[src/rstc_pkg.sv]
// Purpose: Shared constants for the reset controller and its register file
// Assumes: One system clock, 8-bit registers, 32-bit classic Wishbone data path
// Notes: Word index times four gives the byte address on the bus
package rstc_pkg;

  // Register file geometry
  localparam int RSTC_NREG = 49;
  localparam int RSTC_IW = 6;
  localparam int RSTC_PORT_W = 8;

  // Word indices of registers the controller itself looks at
  localparam int RSTC_IX_PSW = 0;
  localparam int RSTC_IX_PLATCH = 1;
  localparam int RSTC_IX_PDIR = 2;
  localparam int RSTC_IX_PCC = 5;
  localparam int RSTC_IX_T16 = 10;
  localparam int RSTC_IX_T8 = 20;
  localparam int RSTC_IX_ADM = 30;
  localparam int RSTC_IX_WATCHDOG_MODE_REG = 26;
  localparam int RSTC_IX_WATCHDOG_ENABLE_REG = 27;
  localparam int RSTC_IX_UCTL = 39;
  localparam int RSTC_IX_MASK0 = 43;
  localparam int RSTC_IX_LVCTL = 47;
  localparam int RSTC_IX_LVLVL = 48;
  localparam int RSTC_IX_CAUSE = 50;
  localparam int RSTC_IX_STAT = 51;

  // Values loaded when the stabilisation wait ends, by word index
  localparam logic [7:0] RSTC_INIT [RSTC_NREG] = '{
    8'h02, 8'h00, 8'hff, 8'h00, 8'h00, 8'h02, 8'h02, 8'h00,
    8'h00, 8'h00, 8'h00, 8'h00, 8'h00, 8'h00, 8'h00, 8'h00,
    8'h00, 8'h00, 8'h00, 8'h00, 8'h00, 8'h00, 8'h00, 8'h00,
    8'h00, 8'h00, 8'h67, 8'h9a, 8'h00, 8'h00, 8'h00, 8'h00,
    8'hff, 8'hff, 8'h01, 8'h00, 8'h00, 8'h00, 8'hff, 8'h16,
    8'h00, 8'h00, 8'h00, 8'hff, 8'hff, 8'h00, 8'h00, 8'h00,
    8'h00
  };
  // Entries 9, 21, 28 and 29 have no reset value and are never loaded
  localparam logic [RSTC_NREG-1:0] RSTC_DEFINED = 49'h1_ffff_cfdf_fdff;
  // Low-voltage control and level entries survive a low-voltage-only reset
  localparam logic [RSTC_NREG-1:0] RSTC_LVMASK = 49'h1_8000_0000_0000;

  // Cause flag positions
  localparam int RSTC_LVI_BIT = 0;
  localparam int RSTC_WDT_BIT = 4;

  // Reset vector table
  localparam logic [15:0] RSTC_VEC_LO = 16'h0000;
  localparam logic [15:0] RSTC_VEC_HI = 16'h0001;

  // Stabilisation wait after the last request drops
  localparam int RSTC_CLK_NS = 4;
  localparam int RSTC_STAB_NS = 400;
  localparam int RSTC_STAB_CYC = (RSTC_STAB_NS + RSTC_CLK_NS - 1) / RSTC_CLK_NS;

  // Default position of the reset indicator in the port
  localparam int RSTC_IND_BIT = 0;

  // Sequencer states, Gray coded along hold, wait, fetch, load
  typedef enum logic [2:0] {
    RSTC_IDLE = 3'b000,
    RSTC_HOLD = 3'b001,
    RSTC_STAB = 3'b011,
    RSTC_FLO = 3'b010,
    RSTC_FHI = 3'b110,
    RSTC_LOAD = 3'b111
  } rstc_state_e;

endpackage

[src/rstc_regfile.sv]
// Purpose: Peripheral register images with per-entry reset values
// Assumes: One writer; init and write never needed in the same cycle
// Notes: Entries without a defined reset value keep their contents
`timescale 1ns/10ps
module rstc_regfile import rstc_pkg::*; #(
  parameter int N = RSTC_NREG
) (
  input wire logic clk_i,
  input wire logic rst_i,
  input wire logic init_i,
  input wire logic keep_lv_i,
  input wire logic wr_i,
  input wire logic [RSTC_IW-1:0] wr_idx_i,
  input wire logic [7:0] wr_data_i,
  output logic [N*8-1:0] q_o
);

  logic [7:0] mem [N];

  // One byte register per entry; init has priority over a software write
  for (genvar i = 0; i < N; i++) begin : g_ent
    always_ff @(posedge clk_i) begin
      if ((rst_i || init_i) && RSTC_DEFINED[i] && !(keep_lv_i && RSTC_LVMASK[i])) begin
        mem[i] <= RSTC_INIT[i];
      end else if (wr_i && wr_idx_i == RSTC_IW'(i)) begin
        mem[i] <= wr_data_i;
      end
    end
    assign q_o[i*8 +: 8] = mem[i];
  end

endmodule

[src/rstc_top.sv]
// Purpose: Merge reset sources, sequence the internal reset, keep the cause
// Assumes: Requests and vector data are synchronous to clk_i
// Notes: Vector bytes return one cycle after vec_rd_o; bus is classic Wishbone
//
// The register offsets and the Wishbone register port are this design's own decisions.
`timescale 1ns/10ps
module rstc_top import rstc_pkg::*; #(
  parameter int STAB_CYC = RSTC_STAB_CYC,
  parameter int IND_BIT = RSTC_IND_BIT
) (
  input wire logic clk_i,
  input wire logic rst_i,
  input wire logic pin_req_i,
  input wire logic wdt_req_i,
  input wire logic poc_req_i,
  input wire logic lvi_req_i,
  input wire logic wb_cyc_i,
  input wire logic wb_stb_i,
  input wire logic wb_we_i,
  input wire logic [7:0] wb_adr_i,
  input wire logic [3:0] wb_sel_i,
  input wire logic [31:0] wb_dat_i,
  output logic [31:0] wb_dat_o,
  output logic wb_ack_o,
  output logic sys_rst_o,
  output logic wdt_rst_o,
  output logic vec_rd_o,
  output logic [15:0] vec_addr_o,
  input wire logic [7:0] vec_data_i,
  output logic [15:0] pc_o,
  output logic pc_load_o,
  output logic pc_valid_o,
  output logic [RSTC_PORT_W-1:0] port_out_o,
  output logic [RSTC_PORT_W-1:0] port_oe_o,
  output logic [RSTC_NREG*8-1:0] regs_o
);

  localparam logic [RSTC_PORT_W-1:0] IND_MASK = RSTC_PORT_W'(1) << IND_BIT;

  rstc_state_e state;
  rstc_state_e next_state;
  logic [15:0] stab_cnt;
  logic [7:0] cause;
  logic [7:0] cause_set;
  logic [7:0] vec_lo;
  logic keep_lv;
  logic any_req;
  logic hard_clr;
  logic other_req;
  logic init_go;
  logic next_busy;
  logic bus_take;
  logic [RSTC_IW-1:0] idx;
  logic reg_wr;
  logic rd_cause;
  logic [7:0] rd_val;

  // True for word indices backed by the register file
  function automatic logic reg_hit(input logic [RSTC_IW-1:0] ix);
    reg_hit = int'(ix) < RSTC_NREG;
  endfunction

  // Byte of the register image at a word index
  function automatic logic [7:0] reg_at(input logic [RSTC_NREG*8-1:0] q, input int ix);
    reg_at = q[ix*8 +: 8];
  endfunction

  // Request merging; every source starts the same sequence
  assign any_req = pin_req_i | wdt_req_i | poc_req_i | lvi_req_i;
  assign hard_clr = pin_req_i | poc_req_i;
  assign other_req = pin_req_i | poc_req_i | wdt_req_i;
  assign cause_set = (8'(wdt_req_i) << RSTC_WDT_BIT) | (8'(lvi_req_i) << RSTC_LVI_BIT);

  // Sequencer next state; a fresh request restarts from hold in any state
  always_comb begin
    next_state = state;
    if (any_req) begin
      next_state = RSTC_HOLD;
    end else begin
      case (state)
        RSTC_IDLE: next_state = RSTC_IDLE;
        RSTC_HOLD: next_state = RSTC_STAB;
        RSTC_STAB: begin
          if (stab_cnt == 16'(STAB_CYC - 1)) begin
            next_state = RSTC_FLO;
          end
        end
        RSTC_FLO: next_state = RSTC_FHI;
        RSTC_FHI: next_state = RSTC_LOAD;
        RSTC_LOAD: next_state = RSTC_IDLE;
        default: next_state = RSTC_HOLD;
      endcase
    end
  end

  assign next_busy = next_state != RSTC_IDLE;
  // Register images reload only as the wait ends, so hardware holds until then
  assign init_go = (state == RSTC_STAB) && (next_state == RSTC_FLO);

  // State register; controller reset behaves like power-on clear
  always_ff @(posedge clk_i) begin
    if (rst_i) begin
      state <= RSTC_HOLD;
    end else begin
      state <= next_state;
    end
  end

  // Stabilisation counter runs only while waiting
  always_ff @(posedge clk_i) begin
    if (rst_i || state != RSTC_STAB) begin
      stab_cnt <= 16'h0000;
    end else begin
      stab_cnt <= stab_cnt + 16'h0001;
    end
  end

  // Internal reset to CPU and peripherals, watchdog included
  always_ff @(posedge clk_i) begin
    if (rst_i) begin
      sys_rst_o <= 1'b1;
      wdt_rst_o <= 1'b1;
    end else begin
      sys_rst_o <= next_busy;
      wdt_rst_o <= next_busy;
    end
  end

  // Pins float while in reset, except the indicator which drives low
  always_ff @(posedge clk_i) begin
    if (rst_i || next_busy) begin
      port_out_o <= '0;
      port_oe_o <= IND_MASK;
    end else begin
      port_out_o <= reg_at(regs_o, RSTC_IX_PLATCH);
      port_oe_o <= ~reg_at(regs_o, RSTC_IX_PDIR);
    end
  end

  // Vector fetch; only the two vector bytes are read, data memory is left alone
  always_ff @(posedge clk_i) begin
    if (rst_i) begin
      vec_rd_o <= 1'b0;
      vec_addr_o <= RSTC_VEC_LO;
    end else begin
      vec_rd_o <= (next_state == RSTC_FLO) || (next_state == RSTC_FHI);
      vec_addr_o <= (next_state == RSTC_FHI) ? RSTC_VEC_HI : RSTC_VEC_LO;
    end
  end

  // Low vector byte arrives in the high-fetch cycle
  always_ff @(posedge clk_i) begin
    if (rst_i) begin
      vec_lo <= 8'h00;
    end else if (state == RSTC_FHI) begin
      vec_lo <= vec_data_i;
    end
  end

  // Program counter is unknown until the vector is loaded at release
  always_ff @(posedge clk_i) begin
    if (rst_i) begin
      pc_o <= 16'h0000;
      pc_load_o <= 1'b0;
      pc_valid_o <= 1'b0;
    end else begin
      pc_load_o <= (state == RSTC_LOAD) && !any_req;
      if (state == RSTC_LOAD && !any_req) begin
        pc_o <= {vec_data_i, vec_lo};
        pc_valid_o <= 1'b1;
      end else if (next_busy) begin
        pc_valid_o <= 1'b0;
      end
    end
  end

  // Low-voltage retention: true only if no other source joined this episode
  always_ff @(posedge clk_i) begin
    if (rst_i) begin
      keep_lv <= 1'b0;
    end else if (state == RSTC_IDLE && any_req) begin
      keep_lv <= lvi_req_i && !other_req;
    end else if (other_req) begin
      keep_lv <= 1'b0;
    end
  end

  // Cause flags; a set in the same cycle as a read clear wins over the clear
  always_ff @(posedge clk_i) begin
    if (rst_i) begin
      cause <= 8'h00;
    end else if (hard_clr || rd_cause) begin
      cause <= cause_set;
    end else begin
      cause <= cause | cause_set;
    end
  end

  // Register images loaded from their reset values at the end of the wait
  rstc_regfile #(
    .N(RSTC_NREG)
  ) u_regs (
    .clk_i(clk_i),
    .rst_i(rst_i),
    .init_i(init_go),
    .keep_lv_i(keep_lv),
    .wr_i(reg_wr),
    .wr_idx_i(idx),
    .wr_data_i(wb_dat_i[7:0]),
    .q_o(regs_o)
  );

  // Wishbone decode; one wait state, then ack for exactly one cycle
  assign bus_take = wb_cyc_i && wb_stb_i && !wb_ack_o;
  assign idx = wb_adr_i[7:2];
  // CPU is frozen during reset, so writes then are acknowledged but dropped
  assign reg_wr = bus_take && wb_we_i && wb_sel_i[0] && reg_hit(idx) && !sys_rst_o;
  // Any read clears, whatever lanes; software is expected to read the full byte
  assign rd_cause = bus_take && !wb_we_i && idx == RSTC_IW'(RSTC_IX_CAUSE);

  // Read mux; unmapped words read zero
  always_comb begin
    rd_val = 8'h00;
    if (reg_hit(idx)) begin
      rd_val = reg_at(regs_o, int'(idx));
    end else if (idx == RSTC_IW'(RSTC_IX_CAUSE)) begin
      rd_val = cause;
    end else if (idx == RSTC_IW'(RSTC_IX_STAT)) begin
      rd_val = {3'h0, pc_valid_o, keep_lv, state};
    end
  end

  // Acknowledge and read data registers
  always_ff @(posedge clk_i) begin
    if (rst_i) begin
      wb_ack_o <= 1'b0;
      wb_dat_o <= 32'h0000_0000;
    end else begin
      wb_ack_o <= bus_take;
      if (bus_take && !wb_we_i) begin
        wb_dat_o <= {24'h00_0000, rd_val};
      end
    end
  end

  // Checks on the release sequence and the cause flags

  AST_PORT_SAFE:
  assert property (@(posedge clk_i) disable iff (rst_i)
    sys_rst_o |-> (port_oe_o == IND_MASK) && (port_out_o == '0))
    else $error("pins not safe during reset");

  AST_WDT_INIT:
  assert property (@(posedge clk_i) disable iff (rst_i)
    $fell(sys_rst_o) |-> (reg_at(regs_o, RSTC_IX_WATCHDOG_MODE_REG) == 8'h67)
      && (reg_at(regs_o, RSTC_IX_WATCHDOG_ENABLE_REG) == 8'h9a))
    else $error("watchdog registers wrong after reset");

  AST_PC_VECTOR:
  assert property (@(posedge clk_i) disable iff (rst_i)
    pc_load_o |-> (pc_o == {$past(vec_data_i, 1), $past(vec_data_i, 2)})
      && $past(vec_addr_o, 2) == RSTC_VEC_HI && $fell(sys_rst_o))
    else $error("program counter not loaded from vector");

  AST_PSW_INIT:
  assert property (@(posedge clk_i) disable iff (rst_i)
    $fell(sys_rst_o) |-> reg_at(regs_o, RSTC_IX_PSW) == 8'h02)
    else $error("status word wrong after reset");

  AST_PC_HIDDEN:
  assert property (@(posedge clk_i) disable iff (rst_i)
    sys_rst_o |-> !pc_valid_o ##0 (pc_load_o == $fell(sys_rst_o)))
    else $error("program counter valid during reset");

  AST_PORT_INIT:
  assert property (@(posedge clk_i) disable iff (rst_i)
    init_go |=> (reg_at(regs_o, RSTC_IX_PLATCH) == 8'h00)
      && (reg_at(regs_o, RSTC_IX_PDIR) == 8'hff) ##3 (port_oe_o == 8'h00))
    else $error("port registers wrong after reset");

  AST_CLK_INIT:
  assert property (@(posedge clk_i) disable iff (rst_i)
    init_go |=> reg_at(regs_o, RSTC_IX_PCC) == 8'h02)
    else $error("clock control wrong after reset");

  AST_T16_INIT:
  assert property (@(posedge clk_i) disable iff (rst_i)
    init_go |=> (reg_at(regs_o, RSTC_IX_T16) == 8'h00)
      && (reg_at(regs_o, RSTC_IX_T16 + 1) == 8'h00))
    else $error("sixteen-bit timer not cleared");

  AST_T8_INIT:
  assert property (@(posedge clk_i) disable iff (rst_i)
    init_go |=> reg_at(regs_o, RSTC_IX_T8) == 8'h00)
    else $error("eight-bit timer not cleared");

  AST_ADC_INIT:
  assert property (@(posedge clk_i) disable iff (rst_i)
    init_go |=> reg_at(regs_o, RSTC_IX_ADM) == 8'h00)
    else $error("converter mode not cleared");

  AST_UART_INIT:
  assert property (@(posedge clk_i) disable iff (rst_i)
    init_go |=> reg_at(regs_o, RSTC_IX_UCTL) == 8'h16)
    else $error("serial control wrong after reset");

  AST_MASK_INIT:
  assert property (@(posedge clk_i) disable iff (rst_i)
    init_go |=> reg_at(regs_o, RSTC_IX_MASK0) == 8'hff)
    else $error("interrupt mask wrong after reset");

  AST_LV_CLEAR:
  assert property (@(posedge clk_i) disable iff (rst_i)
    init_go && !keep_lv |=> (reg_at(regs_o, RSTC_IX_LVCTL) == 8'h00)
      && (reg_at(regs_o, RSTC_IX_LVLVL) == 8'h00))
    else $error("low-voltage registers not cleared");

  AST_LV_KEEP:
  assert property (@(posedge clk_i) disable iff (rst_i)
    init_go && keep_lv |=> reg_at(regs_o, RSTC_IX_LVCTL)
      == $past(reg_at(regs_o, RSTC_IX_LVCTL)))
    else $error("low-voltage control lost on low-voltage reset");

  AST_CAUSE_RDCLR:
  assert property (@(posedge clk_i) disable iff (rst_i)
    rd_cause && !any_req |=> cause == 8'h00 ##1 wb_dat_o[7:0] == $past(cause, 2))
    else $error("cause register not cleared by read");

  AST_CAUSE_HARD:
  assert property (@(posedge clk_i) disable iff (rst_i)
    hard_clr && !wdt_req_i && !lvi_req_i |=> cause == 8'h00)
    else $error("cause register not cleared by pin or power-on reset");

  AST_WDT_FLAG:
  assert property (@(posedge clk_i) disable iff (rst_i)
    wdt_req_i |=> cause[RSTC_WDT_BIT])
    else $error("watchdog flag not set");

  AST_WDT_HELD:
  assert property (@(posedge clk_i) disable iff (rst_i)
    lvi_req_i && !other_req && !rd_cause |=> cause[RSTC_LVI_BIT]
      && cause[RSTC_WDT_BIT] == $past(cause[RSTC_WDT_BIT]))
    else $error("low-voltage reset disturbed watchdog flag");

  AST_ONE_RESET:
  assert property (@(posedge clk_i) disable iff (rst_i)
    $fell(any_req) |=> sys_rst_o [*3])
    else $error("internal reset not held after request");

endmodule

[config.mk]
export PLATFORM = sky130hd
export DESIGN_NAME = rstc_top
export DESIGN_NICKNAME = d
export VERILOG_FILES = /design/src/rstc_pkg.sv /design/src/rstc_regfile.sv /design/src/rstc_top.sv
export SDC_FILE = /design/constraint.sdc
export NUM_CORES = 1
export LEC_CHECK = 0
export BUFFER_PORTS_ARGS = -buffer_cell sky130_fd_sc_hd__buf_4
export CELL_PAD_IN_SITES_DETAIL_PLACEMENT = 2
export CELL_PAD_IN_SITES_GLOBAL_PLACEMENT = 2
export CORE_AREA = 10 10 246 248
export CTS_CLUSTER_SIZE = 24
export DETAILED_ROUTE_END_ITERATION = 8
export DIE_AREA = 0 0 256 258
export PLACE_DENSITY_LB_ADDON = 0.25
export SYNTH_ARGS = -nofsm -noshare
export SYNTH_HDL_FRONTEND = slang
export SYNTH_SLANG_ARGS = --single-unit
export TNS_END_PERCENT = 50
[constraint.sdc]
create_clock -name clk_i -period 5.8 [get_ports clk_i]
set_clock_uncertainty 0.05 [all_clocks]
set_input_delay 0.58 -clock clk_i [delete_from_list [all_inputs] [get_ports clk_i]]
set_output_delay 0.58 -clock clk_i [all_outputs]
set_load 0.01 [all_outputs]
# Word-level counts from Yosys, hierarchy flattened
# Memories as Yosys holds them, arrays and structs flattened.
# Cells that the tools add are included.
# classes
magnitude_cmp	1
shifts	1
addsub	1
mux	213
bitwise	53
n_eq_ne	59
reduce_logical	82
# op_table
operator	count
two-way mux 8 bit	51
variable part select 392 x 10 -> 8 bit	1
two-way mux 1 bit	155
equality test 6 bit, second input constant	19
equality test 6 x 5 -> 1 bit, second input constant	16
logical AND 1 bit	62
bitwise OR 1 bit	50
equality test 6 x 4 -> 1 bit, second input constant	8
equality test 6 x 3 -> 1 bit, second input constant	4
OR reduction 8 bit	3
two-way mux 6 bit	3
adder 16 x 1 -> 16 bit, second input constant	1
equality test 16 x 7 -> 1 bit, second input constant	1
one-hot mux 3 bit (5 select lines)	1
equality test 6 x 2 -> 1 bit, second input constant	2
equality test 3 x 2 -> 1 bit, second input constant	3
equality test 3 bit, second input constant	3
NOT 8 bit	1
bitwise OR 8 x 5 -> 8 bit	1
equality test 6 x 1 -> 1 bit, second input constant	1
logical NOT 1 bit	6
logical NOT 6 bit	1
< comparator 6 bit, second input constant	1
two-way mux 3 bit	2
9 further kinds	14
# word_totals
ff_bits	97
output_inout_bits	478
ram_bits	392
n_memories	1
wordCells	426
input_bits	61
# memory_table
memory	depth	width	read_ports	rd_clocked_by_memory_dff	wr	line_no	text
u_regs.mem	49	8	49	0	46	rstc_regfile.sv:18	logic [7:0] mem [N];

# Logic depth before layout (Yosys ltp)
# Gate-level depths: netlist (run 1).
# logic_depth
depth_word	13
ltp_mapped	11
depth_no_buf	7

# Modules after synthesis
# A second synthesis (run 1) with hierarchy kept.
# hier_totals
cells_unflattened	1629
hier_area_um2	21794.7
# by_module_without_submodules
module	n_inst	area_each_um2	seq_area_each_um2	cells_each
rstc_regfile	1	15458.6	11771.3	1000
rstc_top	1	6336.1	1521.5	629

# Worst setup path after synthesis (run 1)
# Ideal clock, no wire load.
# synth_timing
path_kind	input port to flip-flop
start	input pin_req_i
end	memory u_regs.mem[47][0] (netlist: u_regs.mem[1][120]) (enable)
path_slack_ps	2651
stages	6
setup_ps	384
arrival_time_ps	2715
n_path_buf	2
required_ps	5366
path_cell_list	or4_1 -> nor3_4 -> buf_4 -> a21oi_1 -> clkbuf_1 -> o21ai_0
# synth_rtl
item	line_no	text
start: declaration	rstc_top.sv:13	input wire logic pin_req_i,
end: declaration	rstc_regfile.sv:18	

==> reports/results.tsv, run 1 <==
stage	metric	value	unit
route	routed_wl	102	mm
final_layout	nNetsFinal	2157	
cts	numCtsBuffers	53	
global_routing	antenna_found_initial	3	
final_layout	ff_latch_area	13300	um^2
synth	yosysWarnings	0	
global_routing	first_global_vias	17900	
final_layout	area_delta_synth_final	27.5	%
cts	cts_tree	yes	
route	drc	0	
setup_path	worstSetupStartpoint	wb_ack_o$_SDFF_PP0_	
route	viasPerCell	5.83	
synth	synthCells	1655	
final_layout	final_area	26700	um^2
placed_design	dp_hpwl	75.2	mm
final_layout	final_core_util	47.9	%
timing	rsz0062_at_grt	false	
synth	async_flop_share	0	%
global_routing	grt_max_degree	44	
route	dr.pass1.iters	5	
power	powerDensity	290	nW/um^2
route	via_count	16900	
synth	synth.ff_latch_count	468	
global_routing	overflow	0	
setup_path	reg2reg_slack	1.98	ns
setup_path	critPathRequiredTime	6.09	ns
timing	final_max_slew_viol_count	0	
setup_path	setup.worst_path.class	register to register	
synth	synth.distinct_cells	58	
min_path	min_to	vec_lo[3]$_SDFFE_PP0P_	
timing	worst_slack	1.98	ns
min_path	whs_path_depth	3	
die	num_rows	87	
timing	maxSlewHeadroom	6.30	%
cts	cts_root_buf	clkbuf_16	
setup_path	rr_worst_depth	6	
cts	clockBufferDepth	3	
setup_path	start_kind	register	
cts	clkSlewWorstSetupHoldPaths	0.06	ns
timing	whs	0.186	ns
global_routing	grt_usage	29.7	%
final_layout	drive_above_1_share	32.6	%
final_layout	final_cell_mix	buf_4, edfxtp_1, nor2_1	
timing	fmax	261	MHz
setup_path	critPathArrivalTime	4.12	ns
synth	synth_edf_count	392	
setup_path	path_max_fanout	16	
die	dieArea	66000	um^2
setup_path	endpoint_kind	register	
final_layout	final_common_cell	buf_4	
flow_run	cap_violations	0	
cts	h-tree-depth	2	
power	p_leak	0.00984	uW
min_path	holdCritStartpoint	vec_data_i[3]	
synth	synth.avg_cell_area	12.7	um^2
status	status	finished clean	
setup_path	r2r-start	wb_ack_o$_SDFF_PP0_	
placed_design	placedInstanceArea	25100	um^2
route	wl_per_cell	35.2	um
die	num_io_pins	539	
placed_design	io_buffers	470	
final_layout	fillerInstances	5544	
die	fp.dieH	258	um
route	drtAntennaViolNets	0	
synth	synth-seq-area-share	63.4	%
timing	fin_crit_sh	65.9	%
route	initialDrtViolationCount	1792	
cts	post_cts_resized	0	
global_routing	grt_first_pass_wirelength	142	mm
cts	cts_sinks	468	
cts	clk_latency	0.61	ns
die	initial_core_util	37.6	%
timing	tightest_slew	1.40	ns
timing	fin_crit	3.82	ns
cts	cts-hold-fix-buffers	0	
power	vdd_ir_drop_max	0.212	mV
die	coreArea	55700	um^2
timing	hold_viol_final	0	
final_layout	multi_input_area	6960	um^2
synth	syn_area	21000	um^2
setup_path	reg2reg_to	u_regs.mem[0][20]$_SDFFCE_PN1P_	
synth	yosys_most_used_dff	edfxtp_1	
cts	post_cts_buffers	0	
die	die_x	256	um
timing	tns	0	ns
placed_design	dp_slack	1.57	ns
timing	setup_viol_count_final	0	
placed_design	gp_congestion	0.898	
min_path	hp-class	primary input to register	
metal layers:
| layer | global-route usage (%) | routed length, um | vias to the layer above |
|---|---|---|---|
| li1 | - | - | 6861 |
| met1 | 35.6 | 39500 | 8953 |
| met2 | 51.0 | 50600 | 885 |
| met3 | 6.86 | 7740 | 184 |
| met4 | 12.1 | 4210 | 0 |
| met5 | 0 | 0 | - |
worst max path at each step:
stage          cells past startpoint                          endpoint  slack (ns)
3_5_place_dp                       5   u_regs.mem[1][80]$_SDFFCE_PN0P_        1.57
6_report                           6   u_regs.mem[0][20]$_SDFFCE_PN1P_        1.98
2_1_floorplan                      6  u_regs.mem[1][120]$_SDFFCE_PN0P_        2.65
4_1_cts                            6   u_regs.mem[0][20]$_SDFFCE_PN1P_        2.05
5_1_grt                            6   u_regs.mem[0][20]$_SDFFCE_PN1P_        1.81
3_3_place_gp                       6  u_regs.mem[0][105]$_SDFFCE_PN0P_        1.74
critical path: stages, from the launching register on:
cell,delay [ns]
dfxtp_1,0.33
nand3b_1,0.50
nor4_1,1.15
and2_1,0.34
o211ai_1,0.44
buf_4,0.39
or3_1,0.36
synth_stat cells, drive strengths merged, types with 8 or more instances:
master	instances	area, um^2
edfxtp	392	11800
nor2	319	1200
nand2	146	548
buf	87	524
dfxtp	76	1520
clkbuf	74	278
mux4	65	1460
mux2i	62	621
and2	59	369
o21ai	56	280
a21oi	30	150
a211oi	29	228
nand3	29	145
mux2	23	259
or3	19	119
a22oi	16	120
inv	14	52.6
o22ai	14	87.6
a211o	11	96.3
nand2b	11	68.8
nor2b	11	68.8
o211ai	11	82.6
a2111oi	10	206
xor2	9	78.8
nand4	8	50.1
power breakdown:
| group | internal (uW) | total, uW | switching, uW |
|---|---|---|---|
| Combinational | 234 | 703 | 469 |
| Clock | 1820 | 3270 | 1450 |
| Sequential | 3710 | 3770 | 62.2 |
kinds of logic after synthesis:
kind of cell | Yosys count | synth area share [%]
flops | 468 | 63.4
buf+inv | 177 | 4.11
mux | 150 | 11.2
other cells | 1 | 0.0179
simple gates | 641 | 13.6
compound gates | 203 | 7.02
fa+ha+maj | 1 | 0.0597
xor+xnor | 14 | 0.585
state kept, by name, indices dropped and copies added (netlist names):
name and cells:
keep_lv 1, wb_dat_o 8, vec_lo 8, wdt_rst_o 1, vec_addr_o 1, cause 2
port_oe_o 8, pc_o 16, port_out_o 8, pc_load_o 1, pc_valid_o 1, state 3
vec_rd_o 1, stab_cnt 16, wb_ack_o 1, u_regs.mem 392
final cells by class:
cell class / count / share of cell area (%)
antenna: 2 / 0.0187
clock buffer: 71 / 5.49
clock inverter: 28 / 0.642
inverter: 16 / 0.225
multi-input combinational: 1048 / 26.0
sequential: 468 / 49.8
tap: 756 / 3.54
timing repair buffer: 508 / 14.3
through the flow:
step / instances / power (uW)
3_3_place_gp: 2796 / 4500
3_5_place_dp: 2796 / 4530
6_report: 2897 / 7750
2_1_floorplan: 1693 / 4160
5_1_grt: 2896 / 7930
4_1_cts: 2895 / 7770
No activity file was read; power rests on OpenSTA's default activity.
==> inputs of run 2 (changes only) <==
--- a/config.mk
+++ b/config.mk
@@ -5,13 +5,14 @@
 export SDC_FILE = /design/constraint.sdc
 export NUM_CORES = 1
 export LEC_CHECK = 0
+export ABC_AREA = 1
 export BUFFER_PORTS_ARGS = -buffer_cell sky130_fd_sc_hd__buf_4
 export CELL_PAD_IN_SITES_DETAIL_PLACEMENT = 2
 export CELL_PAD_IN_SITES_GLOBAL_PLACEMENT = 2
-export CORE_AREA = 10 10 246 248
+export CORE_AREA = 10 10 276 278
 export CTS_CLUSTER_SIZE = 24
 export DETAILED_ROUTE_END_ITERATION = 8
-export DIE_AREA = 0 0 256 258
+export DIE_AREA = 0 0 286 288
 export PLACE_DENSITY_LB_ADDON = 0.25
 export SYNTH_ARGS = -nofsm -noshare
 export SYNTH_HDL_FRONTEND = slang
==> constraint.sdc (replaced) <==
create_clock -name clk_i -period 3.9 [get_ports clk_i]
set_clock_uncertainty 0.05 [all_clocks]
set_input_delay 0.39 -clock clk_i [delete_from_list [all_inputs] [get_ports clk_i]]
set_output_delay 0.39 -clock clk_i [all_outputs]
set_load 0.01 [all_outputs]
==> run 2 against run 1 <==
Clock power is 66% higher. Utilization fell by 8.0 points. Non-clock buffer count up 39. Maximum frequency is 23% higher. Critical endpoint is now u_regs.mem[0][118]$_SDFFCE_PN0P_. Largest cell class unchanged.
==> reports/results.tsv, run 2 <==
stage	metric	value	unit
status	status	finished clean	
global_routing	antenna_found_initial	6	
synth	netlist.area_leader.share	54.2	%
setup_path	start_kind	register	
route	dr.pass1.iters	5	
placed_design	dp_cells	3904	
final_layout	area_delta_synth_final	30.3	%
final_layout	fillerInstances	8022	
final_layout	final_area	28300	um^2
final_layout	largest_reg_flops	392	
synth	synth_area_leaders	edfxtp_1, nand2_1, nor2_1	
placed_design	placedInstanceArea	26300	um^2
synth	synth_compound_area_share	2.48	%
synth	synth-seq-area-share	61.2	%
timing	hold_viol_final	0	
synth	yosys_most_used_dff	edfxtp_1	
timing	setup_viol_count_final	0	
die	num_rows	98	
die	die_x	286	um
cts	post_cts_buffers	0	
timing	fmax	321	MHz
synth	async_flop_share	0	%
setup_path	endpoint_kind	register	
synth	synth_edf_count	392	
route	via_count	19800	
power	powerDensity	431	nW/um^2
timing	fin_crit	3.12	ns
flow_run	cap_violations	0	
route	drtAntennaViolNets	0	
final_layout	largestRegisters	u_regs.mem: 392 flops, pc_o: 16 flops, stab_cnt: 16 flops	
timing	tightest_slew	1.31	ns
cts	cts_sinks	468	
placed_design	dp_hpwl	77.7	mm
synth	ys_top_cells_by_count	nand2_1, nor2_1, edfxtp_1, clkbuf_1, dfxtp_1	
synth	synth-xor-area-share	0.0403	%
timing	rsz0062_at_grt	false	
power	vdd_ir_drop_max	0.304	mV
synth	synthCells	2560	
route	wl_per_cell	26.2	um
synth	synth_top_family_by_area	simple AND/OR/NAND/NOR gates	
cts	h-tree-depth	2	
cts	cts_tree	yes	
die	num_io_pins	539	
cts	clk_latency	0.62	ns
cts	clkSlewWorstSetupHoldPaths	0.06	ns
synth	synthSimpleGateAreaFrac	31.2	%
route	viasPerCell	4.92	
synth	syn_area	21700	um^2
final_layout	final_core_util	39.9	%
die	dieArea	82400	um^2
synth	synthAdderAreaFrac	0.0576	%
route	drc	0	
cts	clockBufferDepth	3	
cts	numCtsBuffers	55	
die	coreArea	70900	um^2
setup_path	setup.worst_path.class	register to register	
timing	maxSlewHeadroom	11.7	%
global_routing	grt_first_pass_wirelength	150	mm
synth	synth.distinct_cells	32	
setup_path	critPathArrivalTime	3.29	ns
timing	tns	0	ns
global_routing	overflow	0	
final_layout	final_cell_mix	nand2_1, buf_4, nor2_1	
synth	yosysMostFrequentCell	nand2_1	
final_layout	top_register	u_regs.mem	
cts	cts_root_buf	clkbuf_16	
synth	yosysWarnings	0	
final_layout	drive_above_1_share	21.8	%
timing	final_max_slew_viol_count	0	
synth	synth.avg_cell_area	8.49	um^2
timing	fin_crit_sh	79.9	%
setup_path	critPathRequiredTime	4.08	ns
setup_path	path_max_fanout	8	
synth	synth.ff_latch_count	468	
min_path	hp-class	primary input to register	
global_routing	grt_usage	24.6	%
final_layout	finalNonFillerCells	4026	
synth	synth_top_cell_by_area	edfxtp_1	
die	initial_core_util	30.7	%
die	fp.dieH	288	um
final_layout	final_common_cell	nand2_1	
placed_design	io_buffers	470	
global_routing	first_global_vias	21700	
synth	synthMuxAreaShare	0	%
global_routing	grt_max_degree	163	
route	routed_wl	105	mm
route	initialDrtViolationCount	1311	
power	p_leak	0.0126	uW
placed_design	gp_congestion	0.883	
final_layout	nNetsFinal	3090	
setup_path	reg2reg_slack	0.78	ns
[run 2: changes by cell type after synthesis, sizes merged, moves of 25 or more]
| cell | change |
|---|---|
| nand2 | +1061 |
| mux4 | -65 |
| a211oi | -29 |
| clkbuf | +25 |
| mux2i | -62 |
| and2 | -59 |
| nor2 | +165 |
| inv | +53 |
[run 2: cell type report]
type                            count  area [um^2]  area share [%]
Antenna cell                        2         5.00          0.0177
Clock buffer                       71         1500            5.28
Clock inverter                     32          378            1.33
Inverter                           69          267           0.941
Multi-Input combinational cell   1887         7490            26.4
Sequential cell                   468        13300            47.0
Tap cell                          950         1190            4.20
Timing Repair Buffer              547         4200            14.8
[run 2: where the power goes]
group          switching (uW)  internal, uW  total, uW
Sequential                101          5520       5620
Combinational             820           331       1150
Clock                    2190          3230       5420
Total                    3110          9080      12200
[run 2: metal layers]
layer  up-vias  routed length [um]  GRT usage [%]
li1       8988                   -              -
met1     10100               41900           29.0
met2       586               54400           44.8
met3       140                6130           4.38
met4         6                3100           7.46
met5         -                  30              0
[run 2: cell families after synthesis]
group | Yosys count
AOI/OAI and AO/OA | 106
xor gates and xnor gates | 1
adders and majority gates | 1
buffers and inverters | 243
DFF | 468
other | 1
and+or+nand+nor | 1740
[run 2: through the flow]
stage,setup slack [ns],hold WS [ns],power [uW]
final,0.784,0.0380,12200
after global routing,0.545,0.0513,12600
after CTS,0.717,0.00684,12300
after detailed placement,0.323,0.400,6860
after global placement,0.412,0.380,6830
after floorplan,1.38,0.368,6260
[run 2: path summary, 6_finish.rpt]
kind / endpoint / start / cells after the start
max: u_regs.mem[0][118]$_SDFFCE_PN0P_ / wb_ack_o$_SDFF_PP0_ / 7
min: vec_lo[2]$_SDFFE_PP0P_ / vec_data_i[2] / 3
max reg2reg: u_regs.mem[0][118]$_SDFFCE_PN0P_ / wb_ack_o$_SDFF_PP0_ / 7
min reg2reg: stab_cnt[0]$_SDFF_PP0_ / stab_cnt[0]$_SDFF_PP0_ / 1
[run 2: critical path, stage by stage (launching register included)]
cell	delay [ns]
dfxtp_1	0.30
nand3b_1	0.21
nor3_2	0.16
buf_4	0.19
nand2_4	0.10
nor3_4	0.30
nand2_1	0.32
o21ai_0	1.09
[run 2: repair_timing]
item | 4_1_cts | 5_1_grt
endpoints found under the hold margin | 42 | 0
hold buffers | 16 | 0
resized for setup | 0 | 0
